<file path="config.mk">
export PLATFORM = sky130hd
export DESIGN_NAME = param_store_maint
export DESIGN_NICKNAME = d
export VERILOG_FILES = /design/src/core/param_slot.v /design/src/core/param_store_maint.v
export VERILOG_INCLUDE_DIRS = /design/src /design/src/core
export SDC_FILE = /design/constraint.sdc
export NUM_CORES = 2
export LEC_CHECK = 0
export BUFFER_PORTS_ARGS = -buffer_cell sky130_fd_sc_hd__buf_2
export CORE_AREA = 2 2 433 392
export CTS_BUF_LIST = sky130_fd_sc_hd__clkbuf_4 sky130_fd_sc_hd__clkbuf_8 sky130_fd_sc_hd__clkbuf_16
export CTS_CLUSTER_SIZE = 25
export DETAILED_ROUTE_END_ITERATION = 12
export DIE_AREA = 0 0 435 394
export PLACE_DENSITY_LB_ADDON = 0.15
export RECOVER_POWER = 25
export SLEW_MARGIN = 20
export SYNTH_ARGS = -nofsm -noshare
export SYNTH_HDL_FRONTEND = slang
export SYNTH_SLANG_ARGS = --single-unit
</file>
<file path="constraint.sdc">
create_clock -name clk_sys -period 31.5 [get_ports clk_sys]
set_input_delay 1.575 -clock clk_sys [delete_from_list [all_inputs] [get_ports clk_sys]]
set_output_delay 1.575 -clock clk_sys [all_outputs]
set_load 0.05 [all_outputs]
</file>
<file path="src/core/param_store_regs.vh">
// constants for the parameter store and maintenance command block
`ifndef PARAM_STORE_REGS_VH
`define PARAM_STORE_REGS_VH
`define PS_WORD_W 32
`define PS_IDX_W 4
`define PS_DEPTH 16
`define PS_ID_W 16
`define PS_CMD_ALARM_RST 16'h00c0
`define PS_CMD_CLR_ALM_HIST 16'h00c2
`define PS_CMD_CLR_COM_HIST 16'h00c4
`define PS_CMD_POS_PRESET 16'h00c5
`define PS_CMD_CONFIG 16'h00c6
`define PS_CMD_INIT_PART 16'h00c7
`define PS_CMD_NV_LOAD 16'h00c8
`define PS_CMD_NV_SAVE 16'h00c9
`define PS_CMD_INIT_ALL 16'h00ca
`define PS_CMD_CLR_TORQUE_OFF 16'h00d0
`define PS_CMD_ZERO_PRESET 16'h00d1
`define PS_CMD_CLR_ZERO_PRESET 16'h00d2
`define PS_CMD_HIST_SEL 16'h00d5
`define PS_HIST_SEL_MAX 32'h0000000a
`define PS_CLASS_A 2'h0
`define PS_CLASS_B 2'h1
`define PS_CLASS_C 2'h2
`define PS_CLASS_D 2'h3
`define PS_COMM_FIRST 4'hc
`define PS_INIT_VAL 32'h00000000
`endif

</file>
<file path="src/core/param_slot.v">
// one parameter slot: working copy, stored copy and applied value
`timescale 1ns/1ps
`default_nettype none
`include "param_store_regs.vh"
module param_slot #(
	parameter [1:0] UPD_CLASS = 2'h0,
	parameter IS_COMM = 0
) (
	// clock and reset
	input wire clk_sys,
	input wire resetn,
	// operations
	input wire wr_en,
	input wire [31:0] wr_data,
	input wire boot,
	input wire nv_save,
	input wire nv_load,
	input wire init_part,
	input wire init_all,
	input wire config_cmd,
	input wire motion_stopped,
	// results
	output wire [31:0] work_val,
	output wire [31:0] nv_val,
	output wire [31:0] applied_val
);
	reg [31:0] work_q;
	reg [31:0] nv_q;
	reg [31:0] app_q;
	reg pend_q;
	wire init_hit;
	wire reload;
	assign init_hit = init_all | (init_part & (IS_COMM == 0)); // RULE14 RULE15
	assign reload = boot | nv_load;
	// stored copy has no reset: it models storage that survives power loss
	always @(posedge clk_sys)
	begin
		if (nv_save)
			nv_q <= work_q; // RULE5 RULE2
	end
	always @(posedge clk_sys)
	begin
		if (!resetn)
		begin
			work_q <= `PS_INIT_VAL;
			app_q <= `PS_INIT_VAL;
			pend_q <= 1'b0;
		end
		else if (reload)
		begin
			work_q <= nv_q; // RULE3 RULE13
			if (boot)
			begin
				app_q <= nv_q; // RULE3 RULE9
				pend_q <= 1'b0;
			end
			else
				pend_q <= 1'b1;
		end
		else if (init_hit)
		begin
			work_q <= `PS_INIT_VAL;
			pend_q <= 1'b1;
		end
		else if (wr_en)
		begin
			work_q <= wr_data; // RULE4 RULE1
			if (UPD_CLASS == `PS_CLASS_A)
				app_q <= wr_data; // RULE6
			else
				pend_q <= 1'b1;
		end
		else if (pend_q)
		begin
			if (UPD_CLASS == `PS_CLASS_A)
			begin
				app_q <= work_q;
				pend_q <= 1'b0;
			end
			else if (UPD_CLASS == `PS_CLASS_B && motion_stopped)
			begin
				app_q <= work_q; // RULE7
				pend_q <= 1'b0;
			end
			else if (UPD_CLASS == `PS_CLASS_C && config_cmd)
			begin
				app_q <= work_q; // RULE8
				pend_q <= 1'b0;
			end
		end
	end
	assign work_val = work_q;
	assign nv_val = nv_q;
	assign applied_val = app_q;
endmodule
`default_nettype wire

</file>
<file path="src/core/param_store_maint.v">
// parameter store with maintenance command decoder
// How it works
// RULE1: every parameter is a 32-bit word
// RULE2: volatile working copy plus nonvolatile stored copy
// RULE3: power-up loads stored copy, then applies it
// RULE4: cyclic writes touch only working copy
// RULE5: save command copies working copy to storage
// RULE6: class A applies at once on write
// RULE7: class B applies once motion has stopped
// RULE8: class C applies on configuration or power-up
// RULE9: class D applies only at power-up
// RULE10: scanner saves power-cycle parameters before power-off
// RULE11: scanner limits save count, storage wears out
// RULE12: scanner avoids rapid repeated memory commands
// RULE13: load command reloads working copy from storage
// RULE14: partial init keeps communication parameters
// RULE15: full init resets all parameters
// RULE16: 192/194/196 reset alarm, clear histories
// RULE17: history selector takes 1..10, 0 none
// RULE18: one execution per command write, value ignored; PS_CMD_HIST_SEL uses its value as the selector
`timescale 1ns/1ps
`default_nettype none
`include "param_store_regs.vh"
module param_store_maint (
	// clock and reset
	input wire clk_sys,
	input wire resetn,
	// parameter write from the scanner
	input wire wr_req,
	input wire [15:0] wr_id,
	input wire [31:0] wr_data,
	// drive state
	input wire motion_stopped,
	// parameter readback
	input wire [3:0] rd_idx,
	output reg [31:0] rd_work,
	output reg [31:0] rd_applied,
	output reg [31:0] rd_nv,
	// command pulses
	output reg alarm_reset,
	output reg alarm_hist_clear,
	output reg comm_hist_clear,
	output reg position_preset,
	output reg torque_off_latch_clear,
	output reg encoder_zero_preset_command,
	output reg encoder_zero_preset_clear,
	output reg busy,
	// alarm history selector
	output reg [3:0] hist_sel
);
	reg boot_q;
	reg cmd_q;
	reg data_q;
	reg [15:0] id_q;
	reg [31:0] dat_q;
	wire [31:0] work_v [0:15];
	wire [31:0] app_v [0:15];
	wire [31:0] nv_v [0:15];
	wire is_cmd;
	wire c_save;
	wire c_load;
	wire c_ipart;
	wire c_iall;
	wire c_cfg;
	// ids 192..255 are commands, 0..15 are parameter slots
	assign is_cmd = (wr_id[15:6] == 10'h003);
	// a write request is a single-cycle strobe; each one fires once
	always @(posedge clk_sys)
	begin
		if (!resetn)
		begin
			boot_q <= 1'b1;
			cmd_q <= 1'b0;
			data_q <= 1'b0;
			id_q <= 16'h0000;
			dat_q <= 32'h00000000;
		end
		else
		begin
			boot_q <= 1'b0;
			cmd_q <= wr_req & is_cmd; // RULE18
			data_q <= wr_req & (wr_id[15:4] == 12'h000);
			id_q <= wr_id;
			dat_q <= wr_data;
		end
	end
	assign c_save = cmd_q & (id_q == `PS_CMD_NV_SAVE);
	assign c_load = cmd_q & (id_q == `PS_CMD_NV_LOAD);
	assign c_ipart = cmd_q & (id_q == `PS_CMD_INIT_PART);
	assign c_iall = cmd_q & (id_q == `PS_CMD_INIT_ALL);
	assign c_cfg = cmd_q & (id_q == `PS_CMD_CONFIG);
	// slot classes cycle A,B,C,D; top four slots hold comm settings
	genvar g;
	generate
		for (g = 0; g < `PS_DEPTH; g = g + 1)
		begin : slots
			localparam [31:0] SLOT_N = g;
			param_slot #(
				.UPD_CLASS(SLOT_N[1:0]),
				.IS_COMM(g >= `PS_COMM_FIRST)
			) u_slot (
				.clk_sys(clk_sys),
				.resetn(resetn),
				.wr_en(data_q & (id_q[3:0] == SLOT_N[3:0])),
				.wr_data(dat_q),
				.boot(boot_q),
				.nv_save(c_save),
				.nv_load(c_load),
				.init_part(c_ipart),
				.init_all(c_iall),
				.config_cmd(c_cfg),
				.motion_stopped(motion_stopped),
				.work_val(work_v[g]),
				.nv_val(nv_v[g]),
				.applied_val(app_v[g])
			);
		end
	endgenerate
	always @(posedge clk_sys)
	begin
		if (!resetn)
		begin
			rd_work <= 32'h00000000;
			rd_applied <= 32'h00000000;
			rd_nv <= 32'h00000000;
			alarm_reset <= 1'b0;
			alarm_hist_clear <= 1'b0;
			comm_hist_clear <= 1'b0;
			position_preset <= 1'b0;
			torque_off_latch_clear <= 1'b0;
			encoder_zero_preset_command <= 1'b0;
			encoder_zero_preset_clear <= 1'b0;
			busy <= 1'b0;
			hist_sel <= 4'h0;
		end
		else
		begin
			rd_work <= work_v[rd_idx];
			rd_applied <= app_v[rd_idx];
			rd_nv <= nv_v[rd_idx];
			alarm_reset <= cmd_q & (id_q == `PS_CMD_ALARM_RST); // RULE16
			alarm_hist_clear <= cmd_q & (id_q == `PS_CMD_CLR_ALM_HIST); // RULE16
			comm_hist_clear <= cmd_q & (id_q == `PS_CMD_CLR_COM_HIST); // RULE16
			position_preset <= cmd_q & (id_q == `PS_CMD_POS_PRESET);
			torque_off_latch_clear <= cmd_q &
				(id_q == `PS_CMD_CLR_TORQUE_OFF);
			encoder_zero_preset_command <= cmd_q &
				(id_q == `PS_CMD_ZERO_PRESET);
			encoder_zero_preset_clear <= cmd_q &
				(id_q == `PS_CMD_CLR_ZERO_PRESET);
			// storage commands are spaced by the scanner, not checked here
			busy <= c_save | c_load; // RULE12
			// out-of-range selector values are dropped, old choice kept
			if (cmd_q && id_q == `PS_CMD_HIST_SEL &&
				dat_q <= `PS_HIST_SEL_MAX)
				hist_sel <= dat_q[3:0]; // RULE17
		end
	end
endmodule
`default_nettype wire

</file>
==> insert_results.sql <==
INSERT INTO impl_metrics (metric_group, metric, value, unit) VALUES
('clock_tree', 'cts_max_level', '4', ''),
('sta', 'report.final.hold_viol_count', '0', ''),
('hold_path', 'worst_min_delay_path_startpoint', 'slots[11].u_slot.work_val[8]', ''),
('clock_tree', 'clock_tree.root_cell', 'clkbuf_16', ''),
('sta', 'timing.slew.headroom', '-324', '%'),
('power_and_ir_drop', 'p_int', '3.79', 'mW'),
('sta', 'final.min_clock_period', '12.25', 'ns'),
('hold_path', 'hold_path_class', 'reg2reg', ''),
('outcome', 'outcome', 'complete, but fails checks', ''),
('route', 'detail_route.wl_per_cell', '33.8', 'um'),
('yosys', 'synth_enable_flop_cells', '512', ''),
('worst_setup_path', 'crit_type', 'in2reg', ''),
('sta', 'finalSetupTns', '0', 'ns'),
('yosys', 'synth.net_count', '6586', ''),
('worst_setup_path', 'crit_start', 'resetn', ''),
('cells_and_area', 'regArea', '39300', 'um2'),
('power_and_ir_drop', 'pwr-share-seq', '47.7', '%'),
('worst_setup_path', 'setup.worst_path.end_class', 'register', ''),
('yosys', 'mapped_cell_area', '73100', 'um2'),
('route', 'viasPerCell', '6.80', ''),
('power_and_ir_drop', 'static_leakage', '29.1', 'nW'),
('floorplanning', 'io_pins', '164', ''),
('power_and_ir_drop', 'net-switching-power', '1.31', 'mW'),
('cells_and_area', 'multi_input_area', '31800', 'um2'),
('yosys', 'synth.ff_latch_count', '1707', ''),
('yosys', 'synth-main-ff-cell', 'dfxtp_1', ''),
('cells_and_area', 'net_count_of_the_finished_layout', '6435', ''),
('grt', 'grt_overflow_total', '0', ''),
('outcome', 'failed_checks', 'max-capacitance violations, max-slew violations', ''),
('worst_setup_path', 'timing.critical_path.fanout_max', '79', ''),
('clock_tree', 'clkLatencyLatePin', '0.83', 'ns'),
('cells_and_area', 'final_core_util', '48.9', '%'),
('clock_tree', 'tritoncts', 'done', ''),
('floorplanning', 'floorplan.rows', '143', ''),
('sta', 'final.setup_skew', '0.0321', 'ns'),
('power_and_ir_drop', 'pwr-share-comb', '9.9', '%'),
('grt', 'global_route.usage.total', '33.6', '%'),
('route', 'drt_first_pass_iters', '7', ''),
('route', 'totalWireLength', '296000', 'um'),
('clock_tree', 'clkSlewWorstSetupHoldPaths', '0.06', 'ns'),
('floorplanning', 'chipWidth', '435', 'um'),
('sta', 'maxSlewViolCount', '374', ''),
('clock_tree', 'numCtsBuffers', '179', ''),
('worst_setup_path', 'critPathArrivalTime', '12.99', 'ns'),
('cells_and_area', 'area_growth_syn_to_layout', '12.1', '%'),
('floorplanning', 'fp.dieH', '394', 'um'),
('route', 'initialDrtViolationCount', '9140', ''),
('clock_tree', 'cts.repair_timing.setup_buffer_count', '0', ''),
('yosys', 'post_synth.cell_area_avg', '11.2', 'um2'),
('floorplanning', 'starting_density_of_the_core', '43.7', '%'),
('route', 'via_count', '59700', ''),
('power_and_ir_drop', 'vdd_drop_max', '0.0000471', 'V'),
('power_and_ir_drop', 'power_switching_share', '25.7', '%'),
('yosys', 'synth.top_cell.area_share', '32.7', '%'),
('yosys', 'synth-seq-area-share', '53.7', '%'),
('cells_and_area', 'final.fill_count', '15000', ''),
('cells_and_area', 'layout-drive-gt1-share', '17.9', '%'),
('clock_tree', 'cts-root-to-sink-buffers', '3', ''),
('clock_tree', 'ctsResizeCount', '0', ''),
('place', 'dpl.hpwl', '157000', 'um'),
('worst_setup_path', 'timing.rr.start', 'id_q[15]', ''),
('sta', 'post-route-worst-setup-slack', '19.25', 'ns'),
('grt', 'grt_pass1_vias', '56500', ''),
('clock_tree', 'cts.sink_count', '1707', ''),
('worst_setup_path', 'setup.worst_path.start_class', 'primary input', ''),
('sta', 'finalHoldWorstSlack', '0.449', 'ns'),
('flow_run', 'timing.max_cap.violations', '5', ''),
('grt', 'grt_max_degree', '174', ''),
('power_and_ir_drop', 'power_frac_clock', '42.4', '%'),
('yosys', 'synth.top_cells.by_area', 'dfxtp_1 33%, edfxtp_1 21%, mux4_2 15%, a31oi_1 5.5%, nand2_1 5.0%', ''),
('yosys', 'yosys_warnings', '0', '');
## layout by cell type, fill, tap and decap left out, types with 127 or more instances in the layout
| master | synthesis | routed |
|---|---|---|
| o31ai_1 | 158 | 158 |
| edfxtp_1 | 512 | 512 |
| nor2_1 | 341 | 327 |
| a31oi_1 | 638 | 637 |
| nand2_1 | 978 | 973 |
| clkbuf_16 | 0 | 185 |
| o21ai_0 | 568 | 566 |
| mux4_2 | 480 | 480 |
| buf_2 | 19 | 158 |
| dfxtp_1 | 1195 | 1194 |
| mux2i_1 | 136 | 136 |
| and2_1 | 144 | 127 |
## logic make-up (layout without fill, tap and decap cells)
kind of cell / after synthesis / after routing / share of synthesized area [%]
AOI/OAI and AO/OA: 1795 / 1795 / 15.7
and+or+nand+nor: 1770 / 1770 / 10.5
DFF: 1707 / 1707 / 53.7
buffers and inverters: 634 / 633 / 3.29
muxes: 624 / 624 / 16.8
other: 0 / 5 / 0
## synthesized netlist by cell type (31+ instances only)
library cell,instances
a21oi_1,55
a221o_1,62
a22oi_1,32
a31oi_1,638
a32o_1,40
and2_1,144
and3_1,46
buf_1,58
clkbuf_1,552
dfxtp_1,1195
edfxtp_1,512
mux2i_1,136
mux4_2,480
nand2_1,978
nand2b_1,38
nand3_1,81
nor2_1,341
nor2b_1,34
nor3_1,37
o21ai_0,568
o221ai_1,31
o22ai_1,64
o31ai_1,158
o32ai_1,32
or3_1,32
## power by group through the flow
stage / sequential (mW) / clock [mW] / combinational (mW)
6_report: 2.43 / 2.16 / 0.504
5_1_grt: 2.44 / 2.26 / 0.527
4_1_cts: 2.43 / 2.17 / 0.494
3_5_place_dp: 2.48 / 0 / 0.493
3_3_place_gp: 2.48 / 0 / 0.486
2_1_floorplan: 2.47 / 0 / 0.305
## registers in the layout (all words and copies together) (netlist names), 16 cells and up
| signal | cells |
|---|---|
| slots.u_slot.nv_val | 512 |
| id_q | 16 |
| dat_q | 32 |
| slots.u_slot.work_val | 512 |
| rd_nv | 32 |
| slots.u_slot.applied_val | 512 |
| rd_applied | 32 |
| rd_work | 32 |
## critical path, cell delays in order
cell	delay, ns
clkbuf_1	2.99
clkinvlp_2	4.51
nor2_4	1.66
o21ai_1	0.15
buf_4	0.24
nor2_4	0.55
buf_4	0.82
a221o_1	0.27
## worst paths after layout
| kind | endpoint | slack [ns] | depth (start not counted) |
|---|---|---|---|
| min reg2reg | slots[11].u_slot.nv_val[8] | 0.45 | 0 |
| max | slots[2].u_slot.work_val[17] | 19.25 | 8 |
| max reg2reg | slots[4].u_slot.applied_val[15] | 25.83 | 10 |
| min | slots[11].u_slot.nv_val[8] | 0.45 | 0 |
## metal layers
| layer | part of all wire [%] | GRT usage [%] | wire, um |
|---|---|---|---|
| met1 | 39 | 46.4 | 116000 |
| met2 | 44 | 50.4 | 130000 |
| met3 | 12 | 8.13 | 36200 |
| met4 | 4.7 | 14.6 | 14000 |
| met5 | 0.038 | 0.389 | 114 |
## metrics by stage
| step | cells | power (mW) | area (um2) |
|---|---|---|---|
| 2_1_floorplan | 6530 | 2.78 | 73100 |
| 3_3_place_gp | 8442 | 2.96 | 75900 |
| 3_5_place_dp | 8443 | 2.97 | 76000 |
| 4_1_cts | 8774 | 5.10 | 81900 |
| 5_1_grt | 8777 | 5.23 | 82000 |
| 6_report | 8781 | 5.10 | 82000 |
## final cells by class
type,instances,share of cell area (%)
Multi-Input combinational cell,4189,38.9
Clock buffer,287,6.86
Antenna cell,5,0.0153
Tap cell,2247,3.43
Inverter,4,0.0229
Sequential cell,1707,47.9
Timing Repair Buffer,298,2.45
Clock inverter,44,0.415
Note: power is estimated with default switching activity, not from simulation.
